**src/rtl/asp_pkg.sv**
```systemverilog
package asp_pkg;
// What this block does
// Enabled port owns tx out, rx in.
// Idle enabled transmitter holds line high.
// Any reset leaves the port disabled.
// Disabled port returns pins to port control.
// Disable empties buffers, resets baud counter.
// Disable clears status flags, sets idle flags.
// Disable keeps selects, config and divisor.
// Disable aborts transfers in flight.
// Re-enable resumes with retained configuration.
// Alternate select one uses alternate pins.
// Alternate select zero uses primary pins.
// Full duplex, eight or nine data bits.
// Eight bits: even, odd, none parity.
// One or two stop bits.
// Bit timing from 16-bit divisor.
// Divisor zero gives clock over sixteen.
// Four-word transmit and receive buffers.
// Flag parity, framing and overrun errors.
// Address mode interrupts on ninth bit.
// Separate transmit and receive interrupts.
// Loopback returns transmit to receiver.
// Enable is bit 15 of config.
// Reset format is 8N1.
// Disabled port ignores receive line.

// ----------------------------------------------------------------
// Register map
// ----------------------------------------------------------------
localparam int ASP_ADDR_W = 8;
localparam int ASP_DATA_W = 16;
localparam int ASP_FIFO_D = 4;
localparam logic [7:0] ASP_OFF_MODE = 8'h00;
localparam logic [7:0] ASP_OFF_STA = 8'h04;
localparam logic [7:0] ASP_OFF_TX = 8'h08;
localparam logic [7:0] ASP_OFF_RX = 8'h0C;
localparam logic [7:0] ASP_OFF_BRG = 8'h10;
localparam int ASP_MODE_EN = 15;
localparam int ASP_MODE_ALT = 10;
localparam int ASP_MODE_LOOP = 6;
localparam int ASP_MODE_PD = 1;
localparam int ASP_MODE_STOP = 0;
localparam int ASP_STA_TXISEL = 15;
localparam int ASP_STA_BRK = 11;
localparam int ASP_STA_TXEN = 10;
localparam int ASP_STA_RXISEL = 6;
localparam int ASP_STA_ADET = 5;
localparam int ASP_STA_OVR = 1;
localparam logic [15:0] ASP_MODE_RST = 16'h0000;
localparam logic [15:0] ASP_STA_RST = 16'h0000;
localparam logic [15:0] ASP_BRG_RST = 16'h0000;

// ----------------------------------------------------------------
// Encodings and timing
// ----------------------------------------------------------------
localparam logic [1:0] ASP_PD_8N = 2'h0;
localparam logic [1:0] ASP_PD_8E = 2'h1;
localparam logic [1:0] ASP_PD_8O = 2'h2;
localparam logic [1:0] ASP_PD_9N = 2'h3;
localparam logic [1:0] ASP_RXI_3 = 2'h2;
localparam logic [1:0] ASP_RXI_4 = 2'h3;
localparam int ASP_RXI_CNT3 = 3;
localparam logic [3:0] ASP_OS_LAST = 4'hF;
localparam logic [3:0] ASP_OS_MID = 4'h7;
localparam logic [3:0] ASP_BITS_BASE = 4'hA;

typedef enum logic [1:0] {
  ASP_RX_IDLE = 2'b00,
  ASP_RX_START = 2'b01,
  ASP_RX_DATA = 2'b10,
  ASP_RX_STOP = 2'b11
} asp_rxst_t;

typedef struct packed {
  logic parErr;
  logic frmErr;
  logic [8:0] data;
} asp_rxw_t;

typedef struct packed {
  logic [3:0] lat;
  logic [3:0] dir;
} asp_port_t;
endpackage

```
**src/rtl/asp_uart.sv**
```systemverilog
`timescale 1ns/1ps
`default_nettype none
module asp_uart #(
  parameter int FIFO_D = asp_pkg::ASP_FIFO_D
) (
  input wire logic sys_clk,
  input wire logic rst_b,
  input wire logic ce,
  input wire logic [asp_pkg::ASP_ADDR_W-1:0] regAddr,
  input wire logic [asp_pkg::ASP_DATA_W-1:0] regWdata,
  input wire logic regWr,
  input wire logic regRd,
  output logic [asp_pkg::ASP_DATA_W-1:0] regRdata_ff,
  input wire asp_pkg::asp_port_t portCtl,
  input wire logic [3:0] pinIn,
  output logic [3:0] pinOut_ff,
  output logic [3:0] pinOe_ff,
  output logic txIrq_ff,
  output logic rxIrq_ff
);
  import asp_pkg::*;
  localparam int PW = $clog2(FIFO_D);
  localparam int CW = $clog2(FIFO_D + 1);
  localparam logic [CW-1:0] FULL = CW'(FIFO_D);

  function automatic logic wrHit(input logic w, input logic [ASP_ADDR_W-1:0] a,
                                 input logic [ASP_ADDR_W-1:0] off);
    wrHit = w && (a == off);
  endfunction

  function automatic logic [PW-1:0] incPtr(input logic [PW-1:0] p);
    incPtr = (p == PW'(FIFO_D - 1)) ? '0 : p + 1'b1;
  endfunction

  // ----------------------------------------------------------------
  // Control registers
  // ----------------------------------------------------------------
  logic modeEn_ff, modeAlt_ff, modeLoop_ff, stsel_ff;
  logic [1:0] pdsel_ff;
  logic txisel_ff, brk_ff, txen_ff, addrDet_ff, ovrErr_ff;
  logic [1:0] rxisel_ff;
  logic [15:0] brg_ff;

  // Mode, divisor and selects are only touched by reset or software, so a disable
  // followed by an enable resumes with them; txen and brk come back cleared.
  always_ff @(posedge sys_clk)
  begin
    if (!rst_b)
    begin
      modeEn_ff <= ASP_MODE_RST[ASP_MODE_EN];
      modeAlt_ff <= ASP_MODE_RST[ASP_MODE_ALT];
      modeLoop_ff <= ASP_MODE_RST[ASP_MODE_LOOP];
      pdsel_ff <= ASP_MODE_RST[ASP_MODE_PD +: 2];
      stsel_ff <= ASP_MODE_RST[ASP_MODE_STOP];
      brg_ff <= ASP_BRG_RST;
      txisel_ff <= ASP_STA_RST[ASP_STA_TXISEL];
      rxisel_ff <= ASP_STA_RST[ASP_STA_RXISEL +: 2];
      addrDet_ff <= ASP_STA_RST[ASP_STA_ADET];
      txen_ff <= ASP_STA_RST[ASP_STA_TXEN];
      brk_ff <= ASP_STA_RST[ASP_STA_BRK];
    end
    else if (ce)
    begin
      if (wrHit(regWr, regAddr, ASP_OFF_MODE))
      begin
        modeEn_ff <= regWdata[ASP_MODE_EN];
        modeAlt_ff <= regWdata[ASP_MODE_ALT];
        modeLoop_ff <= regWdata[ASP_MODE_LOOP];
        pdsel_ff <= regWdata[ASP_MODE_PD +: 2];
        stsel_ff <= regWdata[ASP_MODE_STOP];
      end
      if (wrHit(regWr, regAddr, ASP_OFF_BRG))
        brg_ff <= regWdata;
      if (wrHit(regWr, regAddr, ASP_OFF_STA))
      begin
        txisel_ff <= regWdata[ASP_STA_TXISEL];
        rxisel_ff <= regWdata[ASP_STA_RXISEL +: 2];
        addrDet_ff <= regWdata[ASP_STA_ADET];
        txen_ff <= regWdata[ASP_STA_TXEN];
        brk_ff <= regWdata[ASP_STA_BRK];
      end
      if (!modeEn_ff)
      begin
        txen_ff <= 1'b0;
        brk_ff <= 1'b0;
      end
    end
  end

  // ----------------------------------------------------------------
  // Baud generator
  // ----------------------------------------------------------------
  logic [15:0] baudCnt_ff;
  logic tick;
  // A divisor lowered while running must not leave the counter above it for a full wrap.
  assign tick = modeEn_ff && (baudCnt_ff >= brg_ff);

  always_ff @(posedge sys_clk)
  begin
    if (!rst_b || (ce && !modeEn_ff))
      baudCnt_ff <= '0;
    else if (ce)
      baudCnt_ff <= tick ? '0 : baudCnt_ff + 1'b1;
  end

  // ----------------------------------------------------------------
  // Transmitter
  // ----------------------------------------------------------------
  logic [8:0] txMem [FIFO_D];
  logic [PW-1:0] txWp_ff, txRp_ff;
  logic [CW-1:0] txCnt_ff;
  logic [12:0] txSh_ff;
  logic [3:0] txBits_ff, txPh_ff, txLen;
  logic [8:0] txHead;
  logic txPush, txPop, txPar, txNinth, txLine;

  assign txHead = txMem[txRp_ff];
  // A write to a full buffer is dropped and leaves the buffer untouched.
  assign txPush = wrHit(regWr, regAddr, ASP_OFF_TX) && (txCnt_ff != FULL);
  assign txPop = txen_ff && !brk_ff && (txBits_ff == '0) && (txCnt_ff != '0);
  assign txPar = (^txHead[7:0]) ^ (pdsel_ff == ASP_PD_8O);
  assign txNinth = (pdsel_ff == ASP_PD_9N) ? txHead[8] :
                   ((pdsel_ff == ASP_PD_8N) ? 1'b1 : txPar);
  assign txLen = ASP_BITS_BASE + {3'b000, pdsel_ff != ASP_PD_8N}
                 + {3'b000, stsel_ff};
  // The shifter refills with ones, so an idle line rests high.
  assign txLine = brk_ff ? 1'b0 : txSh_ff[0];

  always_ff @(posedge sys_clk)
  begin
    if (!rst_b || (ce && !modeEn_ff))
    begin
      txWp_ff <= '0;
      txRp_ff <= '0;
      txCnt_ff <= '0;
      txBits_ff <= '0;
      txPh_ff <= '0;
      txSh_ff <= '1;
    end
    else if (ce)
    begin
      if (txPush)
      begin
        txMem[txWp_ff] <= regWdata[8:0];
        txWp_ff <= incPtr(txWp_ff);
      end
      if (txPop)
      begin
        txRp_ff <= incPtr(txRp_ff);
        txSh_ff <= {3'b111, txNinth, txHead[7:0], 1'b0};
        txBits_ff <= txLen;
        txPh_ff <= '0;
      end
      else if (tick && (txBits_ff != '0))
      begin
        txPh_ff <= txPh_ff + 1'b1;
        if (txPh_ff == ASP_OS_LAST)
        begin
          txSh_ff <= {1'b1, txSh_ff[12:1]};
          txBits_ff <= txBits_ff - 1'b1;
        end
      end
      txCnt_ff <= txCnt_ff + CW'(txPush) - CW'(txPop);
    end
  end

  always_ff @(posedge sys_clk)
  begin
    if (!rst_b)
      txIrq_ff <= 1'b0;
    else if (ce)
      txIrq_ff <= txPop && (!txisel_ff || (txCnt_ff == CW'(1) && !txPush));
  end

  // ----------------------------------------------------------------
  // Receive pin synchronisers
  // ----------------------------------------------------------------
  logic [1:0] rxRaw, rxS1_ff, rxS2_ff, rxS3_ff, rxLvl_ff;
  assign rxRaw = {pinIn[3], pinIn[1]};

  for (genvar j = 0; j < 2; j++)
  begin : g_sync
    always_ff @(posedge sys_clk)
    begin
      if (!rst_b)
      begin
        rxS1_ff[j] <= 1'b1;
        rxS2_ff[j] <= 1'b1;
        rxS3_ff[j] <= 1'b1;
        rxLvl_ff[j] <= 1'b1;
      end
      else if (ce)
      begin
        rxS1_ff[j] <= rxRaw[j];
        rxS2_ff[j] <= rxS1_ff[j];
        rxS3_ff[j] <= rxS2_ff[j];
        if (rxS2_ff[j] == rxS3_ff[j])
          rxLvl_ff[j] <= rxS3_ff[j];
      end
    end
  end

  // ----------------------------------------------------------------
  // Receiver
  // ----------------------------------------------------------------
  asp_rxst_t rxSt_ff;
  asp_rxw_t rxMem [FIFO_D];
  asp_rxw_t rxWord, rxHead;
  logic [PW-1:0] rxWp_ff, rxRp_ff;
  logic [CW-1:0] rxCnt_ff, rxNewCnt;
  logic [9:0] rxSh_ff;
  logic [3:0] rxPh_ff, rxBits_ff, rxLastBit;
  logic rxFrmErr_ff, rxIn, rxDone, rxPush, rxPop, rxSel;

  // Loopback keeps the pins under port rules but feeds the receiver.
  assign rxIn = modeLoop_ff ? txLine : (modeAlt_ff ? rxLvl_ff[1] : rxLvl_ff[0]);
  assign rxLastBit = (pdsel_ff == ASP_PD_8N) ? 4'h7 : 4'h8;
  assign rxDone = (rxSt_ff == ASP_RX_STOP) && tick && (rxPh_ff == ASP_OS_LAST)
                  && (rxBits_ff == {3'b000, stsel_ff});
  assign rxPush = rxDone && (rxCnt_ff != FULL);
  assign rxPop = wrHit(regRd, regAddr, ASP_OFF_RX) && (rxCnt_ff != '0);
  assign rxNewCnt = rxCnt_ff + CW'(1) - CW'(rxPop);
  assign rxHead = rxMem[rxRp_ff];

  always_comb
  begin
    rxWord.data = {1'b0, rxSh_ff[8:1]};
    if (pdsel_ff == ASP_PD_9N)
      rxWord.data = rxSh_ff[9:1];
    else if (pdsel_ff == ASP_PD_8N)
      rxWord.data = {1'b0, rxSh_ff[9:2]};
    rxWord.parErr = (pdsel_ff == ASP_PD_8E || pdsel_ff == ASP_PD_8O)
                    && (((^rxSh_ff[8:1]) ^ (pdsel_ff == ASP_PD_8O)) != rxSh_ff[9]);
    rxWord.frmErr = rxFrmErr_ff || !rxIn;
  end

  // Disable drops any frame in flight; a start is only hunted while enabled.
  always_ff @(posedge sys_clk)
  begin
    if (!rst_b || (ce && !modeEn_ff))
    begin
      rxSt_ff <= ASP_RX_IDLE;
      rxPh_ff <= '0;
      rxBits_ff <= '0;
      rxSh_ff <= '0;
      rxFrmErr_ff <= 1'b0;
    end
    else if (ce)
    begin
      case (rxSt_ff)
        ASP_RX_IDLE:
          if (!rxIn && !ovrErr_ff)
          begin
            rxSt_ff <= ASP_RX_START;
            rxPh_ff <= '0;
          end
        ASP_RX_START:
          if (tick)
          begin
            rxPh_ff <= rxPh_ff + 1'b1;
            if (rxPh_ff == ASP_OS_MID)
            begin
              rxSt_ff <= rxIn ? ASP_RX_IDLE : ASP_RX_DATA;
              rxPh_ff <= '0;
              rxBits_ff <= '0;
              rxSh_ff <= '0;
            end
          end
        ASP_RX_DATA:
          if (tick)
          begin
            rxPh_ff <= rxPh_ff + 1'b1;
            if (rxPh_ff == ASP_OS_LAST)
            begin
              rxSh_ff <= {rxIn, rxSh_ff[9:1]};
              rxBits_ff <= rxBits_ff + 1'b1;
              if (rxBits_ff == rxLastBit)
              begin
                rxSt_ff <= ASP_RX_STOP;
                rxBits_ff <= '0;
                rxFrmErr_ff <= 1'b0;
              end
            end
          end
        ASP_RX_STOP:
          if (tick)
          begin
            rxPh_ff <= rxPh_ff + 1'b1;
            if (rxPh_ff == ASP_OS_LAST)
            begin
              rxFrmErr_ff <= rxFrmErr_ff || !rxIn;
              rxBits_ff <= rxBits_ff + 1'b1;
              if (rxDone)
                rxSt_ff <= ASP_RX_IDLE;
            end
          end
        default:
          rxSt_ff <= ASP_RX_IDLE;
      endcase
    end
  end

  always_ff @(posedge sys_clk)
  begin
    if (!rst_b || (ce && !modeEn_ff))
    begin
      rxWp_ff <= '0;
      rxRp_ff <= '0;
      rxCnt_ff <= '0;
    end
    else if (ce)
    begin
      if (rxPush)
      begin
        rxMem[rxWp_ff] <= rxWord;
        rxWp_ff <= incPtr(rxWp_ff);
      end
      if (rxPop)
        rxRp_ff <= incPtr(rxRp_ff);
      rxCnt_ff <= rxCnt_ff + CW'(rxPush) - CW'(rxPop);
    end
  end

  // A frame arriving while the buffer is full sets overrun; that set
  // beats a software clear in the same cycle.
  always_ff @(posedge sys_clk)
  begin
    if (!rst_b || (ce && !modeEn_ff))
      ovrErr_ff <= 1'b0;
    else if (ce)
    begin
      if (rxDone && (rxCnt_ff == FULL))
        ovrErr_ff <= 1'b1;
      else if (wrHit(regWr, regAddr, ASP_OFF_STA) && !regWdata[ASP_STA_OVR])
        ovrErr_ff <= 1'b0;
    end
  end

  always_comb
  begin
    case (rxisel_ff)
      ASP_RXI_3: rxSel = (rxNewCnt == CW'(ASP_RXI_CNT3));
      ASP_RXI_4: rxSel = (rxNewCnt == FULL);
      default: rxSel = 1'b1;
    endcase
  end

  always_ff @(posedge sys_clk)
  begin
    if (!rst_b)
      rxIrq_ff <= 1'b0;
    else if (ce)
      rxIrq_ff <= rxPush && rxSel
                  && (!addrDet_ff || pdsel_ff != ASP_PD_9N || rxWord.data[8]);
  end

  // ----------------------------------------------------------------
  // Read port
  // ----------------------------------------------------------------
  always_ff @(posedge sys_clk)
  begin
    if (!rst_b)
      regRdata_ff <= '0;
    else if (ce)
    begin
      regRdata_ff <= '0;
      if (regRd)
        case (regAddr)
          ASP_OFF_MODE: regRdata_ff <= {modeEn_ff, 4'h0, modeAlt_ff, 3'b000,
                                        modeLoop_ff, 3'b000, pdsel_ff, stsel_ff};
          ASP_OFF_STA: regRdata_ff <= {txisel_ff, 3'b000, brk_ff, txen_ff,
                                       txCnt_ff == FULL, txBits_ff == '0 && txCnt_ff == '0,
                                       rxisel_ff, addrDet_ff, rxSt_ff == ASP_RX_IDLE,
                                       rxHead.parErr && rxCnt_ff != '0,
                                       rxHead.frmErr && rxCnt_ff != '0,
                                       ovrErr_ff, rxCnt_ff != '0};
          ASP_OFF_RX: regRdata_ff <= {7'h00, rxHead.data};
          ASP_OFF_BRG: regRdata_ff <= brg_ff;
          default: regRdata_ff <= '0;
        endcase
    end
  end

  // ----------------------------------------------------------------
  // Pin ownership: 0 primary tx, 1 primary rx, 2 alternate tx, 3 alternate rx
  // ----------------------------------------------------------------
  for (genvar i = 0; i < 4; i++)
  begin : g_pin
    always_ff @(posedge sys_clk)
    begin
      if (!rst_b)
      begin
        pinOut_ff[i] <= 1'b0;
        pinOe_ff[i] <= 1'b0;
      end
      else if (ce)
      begin
        if (modeEn_ff && (modeAlt_ff == (i >= 2)))
        begin
          pinOut_ff[i] <= (i % 2 == 0) ? txLine : 1'b0;
          pinOe_ff[i] <= (i % 2 == 0);
        end
        else
        begin
          pinOut_ff[i] <= portCtl.lat[i];
          pinOe_ff[i] <= !portCtl.dir[i];
        end
      end
    end
  end
endmodule
`default_nettype wire

```
**config.mk**
```make
export PLATFORM = sky130hd
export DESIGN_NAME = asp_uart
export DESIGN_NICKNAME = d
export VERILOG_FILES = /design/src/rtl/asp_pkg.sv /design/src/rtl/asp_uart.sv
export SDC_FILE = /design/constraint.sdc
export NUM_CORES = 1
export LEC_CHECK = 0
export BUFFER_PORTS_ARGS = -buffer_cell sky130_fd_sc_hd__buf_2
export CAP_MARGIN = 20
export CORE_ASPECT_RATIO = 0.9
export CORE_MARGIN = 2
export CORE_UTILIZATION = 65
export DETAILED_ROUTE_END_ITERATION = 8
export PLACE_DENSITY_LB_ADDON = 0.2
export SLEW_MARGIN = 10
export SYNTH_ARGS = -nofsm -noshare
export SYNTH_HDL_FRONTEND = slang
export SYNTH_SLANG_ARGS = --single-unit
```
**constraint.sdc**
```tcl
create_clock -name sys_clk -period 7.1 [get_ports sys_clk]
set_input_delay 1.775 -clock sys_clk [delete_from_list [all_inputs] [get_ports sys_clk]]
set_output_delay 1.775 -clock sys_clk [all_outputs]
set_load 0.01 [all_outputs]
```
; Word level (Yosys, flattened, before mapping)
; Memories as Yosys holds them, arrays and structs flattened. A register that Yosys moved wholly into a read port is not among the register bits.
; Cells that the tools add are included.
[totals]
memories = 2
register_bits = 135
input_bits = 41
mem_bits_rw = 80
[memory_table]
columns = name, depth, width, read_ports, rd_ports_with_merged_regs, wr, line
row1 = rxMem, 4, 11, 1, 1, 1, asp_uart.sv:207  ; asp_rxw_t rxMem [FIFO_D];
row2 = txMem, 4, 9, 1, 1, 1, asp_uart.sv:109  ; logic [8:0] txMem [FIFO_D];
[op_classes]
eq_ne = 43
n_mux = 85
n_lt_le_gt_ge = 1
bitwise_logic = 3
addsub = 17
n_reduce_logical = 85
[op_table]
columns = operator, count
row1 = 4-bit two-way mux, 17
row2 = 16-bit case mux with 4 select lines, 1
row3 = 10-bit two-way mux, 4
row4 = 13-bit two-way mux, 3
row5 = 2-bit two-way mux, 18
row6 = 1-bit two-way mux, 32
row7 = 16-bit two-way mux, 2
row8 = 1-bit logical AND, 30
row9 = 4-bit case mux with 3 select lines, 2
row10 = 2-bit AND reduction, 12
row11 = "2-bit == test, second input constant", 10
row12 = 10-bit case mux with 2 select lines, 1
row13 = "2-bit inequality test, second input constant", 9
row14 = "16-bit by 1-bit adder with 16-bit output, second input constant", 1
row15 = "8-bit by 4-bit == test with 1-bit output, second input constant", 2
row16 = 16-bit >= comparator, 1
row17 = 8-bit XOR reduction, 2
row18 = 1-bit logical NOT, 13
row19 = "4-bit by 1-bit adder with 4-bit output, second input constant", 3
row20 = 2-bit nonzero test, 6
row21 = 10-bit AND reduction, 1
row22 = "3-bit == test, second input constant", 3
row23 = 9-bit two-way mux, 1
row24 = 3-bit nonzero test, 3
row25 = other kinds (37), 57

; Depth between registers and ports, before layout
[depth]
depth_word = 10
mapped_depth = 17

; Worst setup path before layout
; Ideal clock, no wire load.
[synth_timing]
kind = input to register
from = in regAddr[0] (netlist name)
to = reg rxIrq_ff
path_stages = 9
setup_slack_ns = 2.703
arrival_time_ns = 4.323
path_cell_list = or4_4 -> nor4_4 -> nand3_1 -> ha_1 -> ha_1 -> or4b_2 -> nand3_1 -> o2111ai_1 -> o21ai_0
[synth_between]
elab_chain_cells = 8
[synth_rtl]
columns = element, line
row1 = from (decl), asp_uart.sv:9  ; input wire logic [asp_pkg::ASP_ADDR_W-1:0] regAddr,
row2 = 8-bit by 4-bit == test with 1-bit output (*), asp_uart.sv:28  ; wrHit = w && (a == off);
row3 = 1-bit logical AND (*), asp_uart.sv:28
row4 = 1-bit logical AND (*), asp_uart.sv:221  ; assign rxPop = wrHit(regRd, regAddr, ASP_OFF_RX) && (rxCnt_ff != '0);
row5 = 3-bit by 1-bit subtractor with 3-bit output (*), asp_uart.sv:222  ; assign rxNewCnt = rxCnt_ff + CW'(1) - CW'(rxPop);
row6 = 3-bit == test / 3-bit by 2-bit == test with 1-bit output (equally long branches), "asp_uart.sv:343, asp_uart.sv:342"
row7 = 1-bit case mux with 2 select lines (*), asp_uart.sv:341  ; case (rxisel_ff)
row8 = 1-bit logical AND (*), asp_uart.sv:353  ; rxIrq_ff <= rxPush && rxSel
row9 = 1-bit logical AND (*), asp_uart.sv:354  ; && (!addrDet_ff || pdsel_ff != ASP_PD_9N || rxWord.data[8]);
row10 = to (signal assigned), asp_uart.sv:353
row11 = to (decl), asp_uart.sv:19  ; output logic rxIrq_ff
; Every way passes the cells marked *; elsewhere a longest branch is shown, timed or not.
; A chain may end at the register's enable or synchronous reset.

; Worst setup path in the final report
[layout_timing]
from = in ce
to = mem rxMem[3][6] (netlist name) (enable)
[layout_between]
elab_chain_cells = 4
[layout_rtl]
columns = element, line
row1 = from (decl), asp_uart.sv:8  ; input wire logic ce,
row2 = 1-bit logical AND, asp_uart.sv:305  ; if (!rst_b || (ce && !modeEn_ff))
row3 = 1-bit logical OR, asp_uart.sv:305
row4 = 1-bit two-way mux (*), asp_uart.sv:305
row5 = 1-bit two-way mux (implied by the code) (*), asp_uart.sv:315  ; rxMem[rxWp_ff] <= rxWord;
row6 = to (decl), asp_uart.sv:207
; Marks and branches as above.

==> summary.md <==
| Metric | Value |
|---|---|
| Post-CTS Hold Fix Bufs | `0` |
| Hold Path Depth | `2` |
| CTS max path bufs | `3` |
| Register area | `0.005105 sq mm` |
| Sequential cell fraction of total power | `0.522` |
| Vias post-DR | `7639` |
| Synth cell types | `71` |
| Final hold viol count | `0` |
| Clock sinks | `215` |
| CP max-delay cell | `and2_1` |
| Post-Syn Area | `0.01005 sq mm` |
| IO Port Bufs | `64` |
| Internal power | `0.001945 W` |
| CTS tree | `built` |
| Cell family with most CP delay | `simple AND/OR/NAND/NOR gates` |
| Pwr Total | `0.002454 W` |
| Async set-or-reset flop fraction in the synthesized netlist | `0` |
| Core Region | `0.01528 sq mm` |
| Synth Area per Inst | `10.50 sq um` |
| Post-DR vias/cell | `6.261` |
| Main synth FF type | `dfxtp_1` |
| Die width | `135.1 um` |
| Switching Share | `0.2072` |
| Worst reg2reg path depth | `17` |
| Setup Buffers After CTS | `0` |
| Pins Over Slew Limit | `0` |
| Ports | `67` |
| Initial antenna violation count | `0` |
| Root Driver | `clkbuf_16` |
| Final instance count without filler cells | `1220` |
| Critical path capture point type | `flop` |
| Register area share after synthesis | `0.5078` |
| Fill cells | `1100` |
| First-pass GRT wire length | `36900 um` |
| Cells after Synth | `957` |
| Cell count along the critical path | `8` |
| Hold WC Path Type | `flop to flop` |
| Area of the die | `0.01648 sq mm` |
| Routed Antenna Nets | `0` |
| Ys Warns | `0` |
| Max-cap violation count | `0` |
| GRT overflow | `0` |
| Worst hold slack | `464.2 ps` |
| Max Clock Freq | `224.4 MHz` |
| P_leak | `4.090 nW` |
| Crit Path Max Fanout | `50` |
| Layout Nets | `1089` |
| Most used cell, CP | `buf_4` |
| Crit path DAT | `4590 ps` |
| Final min period | `4457 ps` |
| Avg WL per Cell | `19.18 um` |
| CP Class | `input pin to flop` |
| Startpoint types | `input pin` |
| Delay of the slowest cell on the worst path | `570 ps` |
| Final WS setup | `2643 ps` |
| Chip Height | `122.0 um` |
| Status | `finished, final reports clean` |
| Setup TNS | `0 ps` |
| Worst-margin pin slew | `1099 ps` |
| Synth Net Count | `1042` |
| #FFs+latches synth | `215` |
| ANT cells | `0` |
| Synth top area cells | `dfxtp_1 27%, edfxtp_1 24%, ha_1 5.2%, mux4_2 4.5%, nand2_1 3.4%` |
| Area Growth Syn to Fin | `11.19%` |
| GP Congestion | `0.8529` |
| Fin crit share | `0.6277` |
| Most frequent cells after synthesis | `135 x dfxtp_1, 91 x nand2_1, 83 x nor2_1` |
| First drt pass iteration count | `8` |
| CTS HTree Levels | `1` |
| Setup skew after layout | `10.75 ps` |
| Most frequent cell after synthesis | `dfxtp_1` |
| Post-placement cell count | `1182` |
| Post-cts repair resize count | `0` |
| Dpl hpwl | `16240 um` |
| Starting density of the core | `0.6579` |
| Rows | `43` |
| Buf+Inv Stages, Crit Path | `4` |
| Net Switching | `0.0005084 W` |
| Routed Wire Length | `23390 um` |
| Synth top area share | `0.2689` |
| DRC | `0` |
| Setup violations, final | `0` |
| Leading area contributor after synthesis | `dfxtp_1` |
| Largest net degree at the start of global routing | `51` |
| Footprint of the multi-input gates | `0.004598 sq mm` |
| Max transition margin | `0.2642` |
| GRT Total Usage | `0.2838` |
| Setup WS pre-CTS | `2182 ps` |
| Vias in the first global route | `7031` |
| Logic pwr share | `0.027` |
| Initial DRC count | `737` |
| CP Cell Sequence | `buf_2 -> buf_4 -> inv_1 -> buf_4 -> nor2_1 -> o21ai_0 -> nor3_1 -> and2_1` |
| Clock power frac | `0.451` |
| VDD IR-drop max | `0.1889 mV` |
| Worst-Skew Late Latency | `510 ps` |
| Layout cells sized above 1 | `0.1542` |
| Post-synth EDFFs | `80` |
| Worst endpoint required time | `7240 ps` |
| Total CTS buffers | `22` |
| Clk pin slew, worst setup/hold paths | `60 ps` |
| Cell Pwr Density | `219.5 mW/mm^2` |
| RSZ-0062 raised after global routing | `no` |
[power by group through the flow]
stage	Clock [W]	Combinational (W)	Sequential, W
CTS	0.00112	0.0000662	0.00128
detailed placement	0	0.0000660	0.00131
global route	0.00116	0.0000718	0.00128
finish	0.00111	0.0000669	0.00128
global placement	0	0.0000650	0.00131
floorplan	0	0.0000331	0.00131
[flip-flops by register name, summed over array words and instances (netlist names), 9 cells and up, named ones only]
name,flops
rxSh_ff,9
brg_ff,16
regRdata_ff,16
baudCnt_ff,16
rxMem,44
txSh_ff,10
txMem,36
[metal layers]
metal	global-route usage	wire length [um]
met5	0	0
met4	0.08789	751
met3	0.03537	1544
met2	0.4635	10900
met1	0.4003	10200
[per-stage QoR]
stage | cell area [sq um] | utilization
6_report | 11180 | 0.7315
2_1_floorplan | 10050 | -
3_5_place_dp | 10490 | 0.6865
3_3_place_gp | 10480 | 0.6860
5_1_grt | 11180 | 0.7315
4_1_cts | 11180 | 0.7315
[final timing paths]
path | to | from | slack, ps
setup / recovery | rxMem[3][6]$_DFFE_PP_ | ce | 2640
hold / removal | regRdata_ff[12]$_SDFFE_PN0P_ | regRdata_ff[12]$_SDFFE_PN0P_ | 460
setup reg to reg | rxCnt_ff[2]$_SDFFE_PP0P_ | brg_ff[9]$_SDFFE_PN0P_ | 3490
hold reg to reg | regRdata_ff[12]$_SDFFE_PN0P_ | regRdata_ff[12]$_SDFFE_PN0P_ | 460
[cell families after synthesis]
group	count (synthesis)	synth area share
AOI/OAI and AO/OA	184	0.1219
xor gates and xnor gates	38	0.03311
adders and majority gates	44	0.05626
buffers and inverters	91	0.03510
DFF	215	0.5078
muxes	63	0.08987
and+or+nand+nor	322	0.1560
[cell type report]
cell class | count | area share
inverter | 43 | 0.01444
sequential | 215 | 0.4567
tap | 202 | 0.02261
clock inverter | 2 | 0.001007
timing repair buffer | 71 | 0.03336
clock buffer | 36 | 0.06045
multi-input combinational | 651 | 0.4114
[cells in the final DEF, fill, tap and decap left out, types with 4 or more instances in the layout]
| master | netlist | layout |
|---|---|---|
| and3_1 | 16 | 16 |
| o31ai_1 | 5 | 5 |
| nor2b_1 | 10 | 10 |
| and2_1 | 14 | 14 |
| a21o_1 | 9 | 9 |
| or3_1 | 7 | 7 |
| buf_4 | 0 | 7 |
| edfxtp_1 | 80 | 80 |
| dfxtp_1 | 135 | 135 |
| inv_1 | 40 | 40 |
| ha_1 | 42 | 42 |
| a211oi_1 | 14 | 14 |
| a222oi_1 | 7 | 7 |
| a31oi_1 | 6 | 6 |
| nand3_1 | 47 | 47 |
| a21boi_0 | 7 | 7 |
| a21oi_1 | 56 | 55 |
| buf_2 | 8 | 64 |
| nand4_1 | 9 | 9 |
| nand2_1 | 91 | 91 |
| o21ai_0 | 37 | 37 |
| xnor2_1 | 24 | 24 |
| xor2_1 | 14 | 14 |
| o2bb2ai_1 | 4 | 4 |
| a22oi_1 | 5 | 5 |
| o211ai_1 | 8 | 8 |
| mux2i_1 | 25 | 25 |
| clkbuf_1 | 34 | 7 |
| clkbuf_16 | 0 | 23 |
| mux2_2 | 18 | 18 |
| nor3_1 | 19 | 19 |
| clkbuf_8 | 0 | 5 |
| nor2_1 | 83 | 83 |
| mux4_2 | 20 | 20 |
| nand2b_1 | 5 | 5 |
[worst register-to-register path, cell delays in order (launching register included)]
cell	delay [ps]
dfxtp_1	430
inv_1	70
ha_1	310
a21o_1	160
a21o_1	170
a21o_1	240
a21oi_1	330
nand2_1	230
nand3_1	240
ha_1	270
inv_1	70
ha_1	140
inv_1	50
fa_1	370
xnor2_1	130
nor2_1	120
xnor2_1	130
nor2_1	50
(Power assumes the default switching activity.)
